File: config.mk
export PLATFORM = sky130hd
export DESIGN_NAME = dcfm_monitor
export DESIGN_NICKNAME = d
export VERILOG_FILES = /design/src/design/dcfm_monitor.v /design/src/design/dcfm_sync.v
export VERILOG_INCLUDE_DIRS = /design/src /design/src/design
export SDC_FILE = /design/constraint.sdc
export NUM_CORES = 1
export LEC_CHECK = 0
export ABC_AREA = 0
export BUFFER_PORTS_ARGS = -buffer_cell sky130_fd_sc_hd__buf_4
export CORE_MARGIN = 2
export CORE_UTILIZATION = 60
export DETAILED_ROUTE_END_ITERATION = 10
export GPL_ROUTABILITY_DRIVEN = 0
export GPL_TIMING_DRIVEN = 0
export PLACE_DENSITY = 0.89
export REMOVE_ABC_BUFFERS = 1
export SLEW_MARGIN = 20
export SYNTH_ARGS = -nofsm -noshare
export SYNTH_HDL_FRONTEND = slang
export SYNTH_HIERARCHICAL = 1
export SYNTH_SLANG_ARGS = --single-unit
File: constraint.sdc
create_clock -name clk -period 6.8 [get_ports clk]
set_input_delay 0.34 -clock clk [delete_from_list [all_inputs] [get_ports clk]]
set_output_delay 0.34 -clock clk [all_outputs]
set_load 0.05 [all_outputs]
File: src/design/dcfm_defs.vh
/*
 * Constants of the dual channel fault monitor: fault values, timing defaults.
 * Assumes a 40 MHz system clock; included by bare name.
 */
`ifndef DCFM_DEFS_VH
`define DCFM_DEFS_VH

`define DCFM_FV_W          14
`define DCFM_FV_STOP_REQ   14'h0000
`define DCFM_FV_XCHK_MAX   14'h03e7
`define DCFM_FV_CHATTER    14'h03e8
`define DCFM_FV_INIT_CHG   14'h03e9
`define DCFM_FV_INIT_CHK   14'h03ea
`define DCFM_FV_STO_SEL    14'h07d0
`define DCFM_FV_PULSE_CB   14'h07d1
`define DCFM_FV_SSD_TMR    14'h07d2
`define DCFM_FV_STO_TERM   14'h07d3
`define DCFM_FV_STOP_A     14'h270f
`define DCFM_CHK_MULT      5
`define DCFM_CLK_HZ        40000000
`define DCFM_TOL_MS_DEF    500
`define DCFM_TOL_CYC_DEF   ((`DCFM_TOL_MS_DEF * (`DCFM_CLK_HZ / 1000)))
`define DCFM_TOL_W         32

`endif

File: src/design/dcfm_monitor.v
/*
 * Dual channel safety fault monitor: cross-compares safety states of two
 * channels, watches the selection input for chattering, latches the
 * channel-defect fault with its fault value until fail-safe acknowledge arrives while no fault cause is present.
 * Assumes one 40 MHz clock; channel inputs and selection come from pins.
 */
`include "dcfm_defs.vh"

module dcfm_monitor #(
    parameter TOL_W   = `DCFM_TOL_W,
    parameter TOL_CYC = `DCFM_TOL_CYC_DEF
) (
    input  wire                   clk,
    input  wire                   sys_rst,
    input  wire [TOL_W-1:0]       changeover_tolerance_time,
    input  wire                   failsafe_digital_input,
    input  wire                   failsafe_ack,
    input  wire                   ch2_stop_req,
    input  wire                   xchk_err,
    input  wire [9:0]             xchk_code,
    input  wire                   sto_sel_ch1,
    input  wire                   sto_sel_ch2,
    input  wire                   pulse_cb_ch1,
    input  wire                   pulse_cb_ch2,
    input  wire                   ssd_tmr_ch1,
    input  wire                   ssd_tmr_ch2,
    input  wire                   sto_term_p1,
    input  wire                   sto_term_p2,
    output reg                    chan_defect_fault,
    output reg  [`DCFM_FV_W-1:0]  fault_value,
    output reg                    stop_a_fault,
    output reg  [`DCFM_FV_W-1:0]  stop_a_value,
    output reg                    sel_monitor_active
);
    // ==========================================================
    // Input synchronisation
    // ==========================================================
    wire [11:0] sync_in;
    wire [11:0] sync_out;

    assign sync_in = {failsafe_digital_input, failsafe_ack, ch2_stop_req, xchk_err,
                      sto_sel_ch1, sto_sel_ch2, pulse_cb_ch1, pulse_cb_ch2,
                      ssd_tmr_ch1, ssd_tmr_ch2, sto_term_p1, sto_term_p2};

    dcfm_sync #(
        .W (12)
    ) u_sync (
        .clk     (clk),
        .sys_rst (sys_rst),
        .d       (sync_in),
        .q       (sync_out)
    );

    wire sel   = sync_out[11];
    wire ack   = sync_out[10];
    wire stop2 = sync_out[9];
    wire xerr  = sync_out[8];
    wire d_sto = sync_out[7] ^ sync_out[6];
    wire d_pcb = sync_out[5] ^ sync_out[4];
    wire d_ssd = sync_out[3] ^ sync_out[2];
    wire d_trm = sync_out[1] ^ sync_out[0];

    reg [9:0] xcode_s1;
    reg [9:0] xcode;

    // Code travels with its strobe through the same two stages
    always @(posedge clk) begin
        if (sys_rst) begin
            xcode_s1 <= 10'h000;
            xcode    <= 10'h000;
        end else begin
            xcode_s1 <= xchk_code;
            xcode    <= xcode_s1;
        end
    end

    // ==========================================================
    // Tolerance limits
    // ==========================================================
    function [TOL_W-1:0] clamp_tol;
        input [TOL_W-1:0] t;
        begin
            clamp_tol = (t == {TOL_W{1'b0}}) ? {{(TOL_W-1){1'b0}}, 1'b1} : t;
        end
    endfunction

    reg  [TOL_W-1:0] tol;
    wire [TOL_W+2:0] chk_lim = tol * 3'd`DCFM_CHK_MULT;

    // ==========================================================
    // Selection chatter monitor
    // ==========================================================
    localparam ST_IDLE = 3'b001;
    localparam ST_MON  = 3'b010;
    localparam ST_INIT = 3'b100;

    reg [2:0]       state;
    reg             sel_d;
    reg [TOL_W-1:0] chg_tmr;
    reg [TOL_W+2:0] chk_tmr;
    reg             init_bad_chg;
    reg             init_bad_chk;
    reg             chatter_trip;

    wire sel_edge = sel ^ sel_d;

    always @(posedge clk) begin
        if (sys_rst) begin
            state        <= ST_INIT;
            sel_d        <= 1'b0;
            chg_tmr      <= {TOL_W{1'b0}};
            chk_tmr      <= {(TOL_W+3){1'b0}};
            tol          <= {TOL_W{1'b0}};
            init_bad_chg <= 1'b0;
            init_bad_chk <= 1'b0;
            chatter_trip <= 1'b0;
        end else begin
            sel_d        <= sel;
            chatter_trip <= 1'b0;
            init_bad_chg <= 1'b0;
            init_bad_chk <= 1'b0;
            case (state)
                ST_INIT: begin
                    // Timers must start from zero; anything else is a fault
                    tol          <= clamp_tol(changeover_tolerance_time);
                    init_bad_chg <= (chg_tmr != {TOL_W{1'b0}});
                    init_bad_chk <= (chk_tmr != {(TOL_W+3){1'b0}});
                    state        <= ST_IDLE;
                end
                ST_IDLE: begin
                    tol <= clamp_tol(changeover_tolerance_time);
                    if (sel_edge) begin
                        chg_tmr <= {TOL_W{1'b0}};
                        chk_tmr <= {(TOL_W+3){1'b0}};
                        state   <= ST_MON;
                    end
                end
                ST_MON: begin
                    chk_tmr <= chk_tmr + 1'b1;
                    if (sel_edge) begin
                        chg_tmr <= {TOL_W{1'b0}};
                    end else begin
                        chg_tmr <= chg_tmr + 1'b1;
                    end
                    if (!sel_edge && chg_tmr >= tol) begin
                        state <= ST_IDLE;
                    end else if (chk_tmr + 1'b1 >= chk_lim) begin
                        chatter_trip <= 1'b1;
                        state        <= ST_IDLE;
                    end
                end
                default: begin
                    state <= ST_INIT;
                end
            endcase
        end
    end

    always @(posedge clk) begin
        if (sys_rst) begin
            sel_monitor_active <= 1'b0;
        end else begin
            sel_monitor_active <= (state == ST_MON);
        end
    end

    // ==========================================================
    // Discrepancy filters
    // ==========================================================
    // Discrepancy must persist past the tolerance before it counts
    reg [TOL_W-1:0] dis_cnt [0:3];
    reg [3:0]       dis_hit;
    wire [3:0]      dis_raw = {d_trm, d_ssd, d_pcb, d_sto};
    integer i;

    always @(posedge clk) begin
        if (sys_rst) begin
            for (i = 0; i < 4; i = i + 1) begin
                dis_cnt[i] <= {TOL_W{1'b0}};
            end
            dis_hit <= 4'h0;
        end else begin
            for (i = 0; i < 4; i = i + 1) begin
                if (!dis_raw[i]) begin
                    dis_cnt[i] <= {TOL_W{1'b0}};
                    dis_hit[i] <= 1'b0;
                end else if (dis_cnt[i] >= tol) begin
                    dis_hit[i] <= 1'b1;
                end else begin
                    dis_cnt[i] <= dis_cnt[i] + 1'b1;
                    dis_hit[i] <= 1'b0;
                end
            end
        end
    end

    // ==========================================================
    // Fault cause priority and latch
    // ==========================================================
    reg                   cause;
    reg [`DCFM_FV_W-1:0]  cause_val;

    always @* begin
        cause     = 1'b1;
        cause_val = `DCFM_FV_STOP_REQ;
        if (stop2) begin
            cause_val = `DCFM_FV_STOP_REQ;
        end else if (xerr) begin
            if (xcode == 10'h000) begin
                cause_val = 14'h0001;
            end else if ({4'h0, xcode} > `DCFM_FV_XCHK_MAX) begin
                cause_val = `DCFM_FV_XCHK_MAX;
            end else begin
                cause_val = {4'h0, xcode};
            end
        end else if (chatter_trip) begin
            cause_val = `DCFM_FV_CHATTER;
        end else if (init_bad_chg) begin
            cause_val = `DCFM_FV_INIT_CHG;
        end else if (init_bad_chk) begin
            cause_val = `DCFM_FV_INIT_CHK;
        end else if (dis_hit[0]) begin
            cause_val = `DCFM_FV_STO_SEL;
        end else if (dis_hit[1]) begin
            cause_val = `DCFM_FV_PULSE_CB;
        end else if (dis_hit[2]) begin
            cause_val = `DCFM_FV_SSD_TMR;
        end else if (dis_hit[3]) begin
            cause_val = `DCFM_FV_STO_TERM;
        end else begin
            cause = 1'b0;
        end
    end

    always @(posedge clk) begin
        if (sys_rst) begin
            chan_defect_fault <= 1'b0;
            fault_value       <= `DCFM_FV_STOP_REQ;
            stop_a_fault      <= 1'b0;
            stop_a_value      <= `DCFM_FV_STOP_REQ;
        end else if (!chan_defect_fault && cause) begin
            chan_defect_fault <= 1'b1;
            fault_value       <= cause_val;
            stop_a_fault      <= 1'b1;
            stop_a_value      <= `DCFM_FV_STOP_A;
        end else if (chan_defect_fault && ack && !cause) begin
            chan_defect_fault <= 1'b0;
            fault_value       <= `DCFM_FV_STOP_REQ;
            stop_a_fault      <= 1'b0;
            stop_a_value      <= `DCFM_FV_STOP_REQ;
        end
    end
endmodule

File: src/design/dcfm_sync.v
/*
 * Two flip-flop synchroniser for a bus of asynchronous levels.
 * Assumes inputs are quasi-static levels; sys_rst clears both stages of the data path.
 */
`include "dcfm_defs.vh"

module dcfm_sync #(
    parameter W = 1
) (
    input  wire         clk,
    input  wire         sys_rst,
    input  wire [W-1:0] d,
    output reg  [W-1:0] q
);
    reg [W-1:0] meta;

    always @(posedge clk) begin
        if (sys_rst) begin
            meta <= {W{1'b0}};
            q    <= {W{1'b0}};
        end else begin
            meta <= d;
            q    <= meta;
        end
    end
endmodule

---- Yosys cells after proc, flatten, opt, wreduce, memory -nomap -nowiden ----
Memories as Yosys holds them, arrays and structs flattened.
Index checks and enable logic that the tools add are counted.
W data, S select, Z words.
cells by class
  add/subtract/negate cells ............... 6
  $mul .................................... 1
  divide/modulo/power cells ............... 0
  $lt $le $gt $ge ......................... 7
  equality and inequality tests ........... 5
  shifts and indexed selects .............. 0
  multiplexer cells ....................... 79
  bitwise logic cells ..................... 19
  reductions and logical operators ........ 22
operators with widths
  kind                     number
  $mux W32                 11
  $add A32 B1 Y32 const B  5
  $ge A32 B32 Y1           5
  $mux W14                 6
  $mux W11                 7
  $pmux W35 S2             1
  $pmux W32 S2             1
  $mux W1                  46
  $add A35 B1 Y35 const B  1
  $ge A35 B35 Y1           1
  $mul A32 B3 Y35 const B  1
  $mux W35                 1
  $reduce_bool A35 Y1      1
  $logic_not A32 Y1        1
  $reduce_bool A32 Y1      1
  $mux W10                 2
  $reduce_or A2 Y1         6
  $gt A10 B10 Y1 const B   1
  $logic_not A10 Y1        1
  $mux W3                  3
  $pmux W3 S3              1
  $or A1 B1 Y1             8
  $not A1 Y1               6
  $xor A1 B1 Y1            5
  10 further kinds         17
word-level totals
  flip-flop bits (word level) ............. 178
  latch bits .............................. 0
  bits in writable memories ............... 128
  memory bits (read-only) ................. 0
  bits of input ports ..................... 56
  word-level logic and storage cells ...... 160
  memories kept ........................... 1
memory list
  memory   depth  width  rd ports  clocked after memory_dff  wr ports  RTL line            source
  dis_cnt  4      32     4         0                         4         dcfm_monitor.v:171  reg [TOL_W-1:0] dis_cnt [0:3];

---- Logic depth before layout (Yosys ltp) ----
  depth after elaboration ................. 13
  depth in mapped cells ................... 20
  mapped depth without buffers ............ 20

---- Cells and area by module ----
The synthesis kept the hierarchy.
modules (own cells, without submodules)
  module        instances  cells an instance  area each (sq um)
  dcfm_monitor  1          2214               19463.7
  dcfm_sync     1          50                 693.2

---- Least setup slack after synthesis ----
OpenSTA, ideal clock, no wires.
  path kind ............................... reg-to-reg
  from .................................... reg tol[3]
  to ...................................... reg state[1]
  arrival time ............................ 3.919 ns
  path slack .............................. 2.810 ns
  cell stages (with the launch flop) ...... 20
  clock period less this slack ............ 3.990 ns
  path through ............................ dfxtp_1 -> ha_1 -> ha_1 -> fa_1 -> a211oi_1 -> o211ai_1 -> nand2_1 -> a21oi_1 -> nand2b_1 -> a21o_1 -> a21oi_1 -> xor2_1 -> ha_1 -> and4_1 -> a221oi_1 -> o311ai_1 -> nand2_1 -> a31oi_1 -> or3_1 -> a21oi_1
on the way
  longest elaborated chain between the ends .. 4
  elaborated cells between the ends (all ways) .. 8
  classes of those cells .................. mul: 1; order compare: 2; eq/ne: 1; mux: 2; reduce/logical: 2
ends and longest elaborated chain
  item                                                                RTL line                                source
  from (decl)                                                         dcfm_monitor.v:87                       reg [TOL_W-1:0] tol;
  from (signal assigned)                                              dcfm_monitor.v:113                      tol <= {TOL_W{1'b0}};
  from (signal assigned)                                              dcfm_monitor.v:125                      tol <= clamp_tol(changeover_tolerance_time);
  from (signal assigned)                                              dcfm_monitor.v:131                      tol <= clamp_tol(changeover_tolerance_time);
  $mul A32 B3 Y35 (no line) / $ge A32 B32 Y1 (equally long branches)  --
  $ge A35 B35 Y1 / $logic_and A1 B1 Y1 (equally long branches)        dcfm_monitor.v:147, dcfm_monitor.v:145
  $ne A3 B3 Y1 (no line) / $mux W3 (equally long branches)            --
  $reduce_and A2 Y1 (no line) / $pmux W3 S3 (equally long branches)   --
  to (signal assigned)                                                dcfm_monitor.v:146                      state <= ST_IDLE;
  to (signal assigned)                                                dcfm_monitor.v:149                      state <= ST_IDLE;
  to (signal assigned)                                                dcfm_monitor.v:153                      state <= ST_INIT;
  to (decl)                                                           dcfm_monitor.v:97                       reg [2:0] state;
Parallel ways exist; a longest one is shown, timed or not.
A chain may end at the register's enable or synchronous reset.

---- Worst setup path after layout ----
  from .................................... reg tol[0]
  to ...................................... reg state[1]
The elaborated chain is that of the path after synthesis.

==> results.ini <==
[clocking]
cts_setup_buffers=0
cts-root-buf=clkbuf_16
clock-sinks=295
clk_pin_slew_ns=0.06
cts_tree=built
cts-resized-gates=0
hold_buffers=0
clk_path_buf_depth=3
cts_buffers=34
clock_latency_ns=0.53
htree_levels=2

[route]
ant_nets=0
drt_pass1_iterations=6
wl_mm=51.71
num_vias=17460
drc=0
vias_per_cell=6.278
avgRoutedWirePerCell_um=18.59
drt_iter0_drc=1538

[cells_and_area]
layout_common_cells=299 x nor2_1, 263 x ha_1, 225 x nand2_1, 167 x dfxtp_1, 151 x a21oi_1
layout-drive-gt1-share_pct=8.319
layout_commonest_cell=nor2_1
area_growth_pct=10.39
final_nets=2627
post-route-util_pct=66.86
design_area_um2=22250
fin_cells=2781

[placed_design]
place_area_um2=21110
dp_hpwl_mm=35.59
dp.cells=2719
io_buffers=77
dp_slack_ns=1.905

[setup_path]
cp_common_cell=ha_1
criticalPathCategory=reg2reg
startpoint_type=register
worstPathMaxFanout=8
required_ns=7.25
cp_slowest_cell=dfxtp_1
path_buf_inv=0
crit_family=compound AO/OA/AOI/OAI gates
cp_cell_sequence=ha_1 > ha_1 > fa_1 > a211oi_1 > o211ai_1 > nand2_1 > o211ai_1 > a21o_1 > a21oi_1 > xor2_1 > ha_1 > and4_1 > a221oi_1 > o311ai_1 > nand2_1 > a31oi_1 > or3_1 > a21oi_1
crit_path_end_kind=register
cp.arrival_ns=5.47
slowest_delay_ns=0.52

[synthesis]
ys_seq_area_share_pct=35.65
syn_area_um2=20160
async_reset_ff_share_pct=0
yosysWarnings=6
ys.flop_type=dfxtp_1
postSynthAreaPerCell_um2=8.903
ys_types=81
synth_edf_count=128
netlist_instances=2264
ys_ff_latch=295

[timing]
max_clock_freq_ghz=0.1995
min_period_ns=5.012
rsz0062_at_grt=no
slew_violations=0
skew_ns=0.01871
tightestPinTransition_ns=1.065
timing.final.crit_share_pct=73.71
setup_tns_ns=0
max-slew-margin-rel_pct=28.90
hold_violations=0
worst_slack_ns=1.788
setup_viol_count_final=0

[global_route]
antenna_found_initial=1
grt_pass1_wl_mm=82.99
grt_max_degree=123
track_usage_pct=28.75
grt.overflow.total=0
grt_pass1_vias=17110

[floorplanning]
rows=67
dieArea_um2=35080
pin_count=87
die_y_um=187.3
start_util_pct=60.57
die_width_um=187.3
core_um2=33280

[outcome]
status=finished, final reports clean

[power]
p_per_area_nw_per_um2=219.1
leakagePower_nw=9.501
ir_drop_mv=0.1879

[run]
drv_cap=0

[worst_hold_path]
hold_class=in2reg

==> routing by layer <==
| metal | up-vias | track usage [%] | wire, um |
|---|---|---|---|
| met1 | 8176 | 34.23 | 20210 |
| met3 | 235 | 5.797 | 4587 |
| met4 | 0 | 16.48 | 3155 |
| li1 | 8214 | - | - |
| met2 | 833 | 48.44 | 23760 |
| met5 | - | 0 | 0 |
==> Yosys cell counts, types with 4 or more instances <==
| cell | instances | share of area [%] |
|---|---|---|
| a211o_1 | 6 | 0.26 |
| a211oi_1 | 9 | 0.34 |
| a21o_1 | 61 | 2.3 |
| a21oi_1 | 153 | 3.8 |
| a221oi_1 | 6 | 0.26 |
| a22oi_1 | 30 | 1.1 |
| a311oi_1 | 10 | 0.43 |
| a31oi_1 | 12 | 0.37 |
| a41oi_1 | 8 | 0.35 |
| and2_1 | 9 | 0.28 |
| and2b_1 | 5 | 0.19 |
| and3_1 | 42 | 1.3 |
| and4_1 | 13 | 0.56 |
| buf_2 | 9 | 0.22 |
| buf_4 | 19 | 0.71 |
| clkbuf_1 | 57 | 1.1 |
| dfxtp_1 | 167 | 17 |
| edfxtp_1 | 128 | 19 |
| ha_1 | 263 | 16 |
| inv_1 | 66 | 1.2 |
| nand2_1 | 228 | 4.2 |
| nand2b_1 | 19 | 0.59 |
| nand3_1 | 93 | 2.3 |
| nand3b_1 | 6 | 0.22 |
| nand4_1 | 43 | 1.3 |
| nor2_1 | 300 | 5.6 |
| nor2b_1 | 39 | 1.2 |
| nor2b_2 | 14 | 0.61 |
| nor3_1 | 39 | 0.97 |
| nor4_1 | 32 | 0.99 |
| nor4_2 | 4 | 0.25 |
| nor4b_1 | 5 | 0.22 |
| o211ai_1 | 6 | 0.22 |
| o21a_1 | 9 | 0.34 |
| o21ai_0 | 73 | 1.8 |
| o21ai_1 | 12 | 0.30 |
| o21bai_1 | 7 | 0.26 |
| o41ai_1 | 4 | 0.17 |
| or3_1 | 6 | 0.19 |
| or4_1 | 6 | 0.22 |
| xnor2_1 | 90 | 3.9 |
| xor2_1 | 96 | 4.2 |
==> flip-flops by register name, indices dropped and copies added, names as in the netlist, 4 cells and up <==
name         cells
xcode           10
tol             32
u_sync/meta     12
chk_tmr         35
u_sync/q        12
dis_hit          4
fault_value     11
dis_cnt        128
chg_tmr         32
xcode_s1        10
==> worst reg2reg max path, cell delays in order, from the launching register on <==
cell and delay (ns):
dfxtp_1 0.52, ha_1 0.30, ha_1 0.20, fa_1 0.43, a211oi_1 0.36, o211ai_1 0.17, nand2_1 0.15, o211ai_1 0.23
a21o_1 0.24, a21oi_1 0.18, xor2_1 0.18, ha_1 0.25, and4_1 0.19, a221oi_1 0.45, o311ai_1 0.24, nand2_1 0.13
a31oi_1 0.19, or3_1 0.40, a21oi_1 0.13
==> final cells by class <==
cell class,instances,area [um^2]
tap,448,560.5
antenna,1,2.502
multi-input combinational,1822,12370
inverter,66,247.7
clock inverter,19,211.5
fill,2426,11030
sequential,295,7187
clock buffer,42,920.9
timing repair buffer,88,747.0
==> power breakdown <==
part / leakage [nW] / internal, mW / switching (mW)
Sequential: 2.94 / 1.89 / 0.0624
Clock: 0.550 / 1.09 / 0.784
Combinational: 6.01 / 0.379 / 0.670
==> stage by stage <==
stage	total power, mW	hold WS (ns)
floorplan	2.655	0.4058
global placement	2.929	0.4173
global route	5.053	0.01389
CTS	4.858	0.01031
finish	4.874	0.01400
detailed placement	2.996	0.4225
==> cells by family (layout without fill, tap and decap cells) <==
logic type	count (synthesis)	in the layout	synth area share, %
flip-flops	295	295	35.65
buffers and inverters	155	215	3.371
other	1	10	0.01860
AO/OA/AOI/OAI	434	434	13.69
AND/OR/NAND/NOR	926	926	22.58
adder cells (fa/ha/maj)	264	264	16.42
XOR/XNOR	187	187	8.163
multiplexers	2	2	0.09932
==> worst paths after layout <==
| path | start | end | slack [ns] | cells after the start |
|---|---|---|---|---|
| worst max-delay path | tol[0] | state[1] | 1.79 | 18 |
| worst min-delay path | failsafe_digital_input | u_sync/meta[11] | 0.01 | 2 |
| worst max register to register | tol[0] | state[1] | 1.79 | 18 |
| worst min register to register | u_sync/meta[3] | u_sync/q[3] | 0.43 | 1 |
No activity file was read; power rests on OpenSTA's default activity.
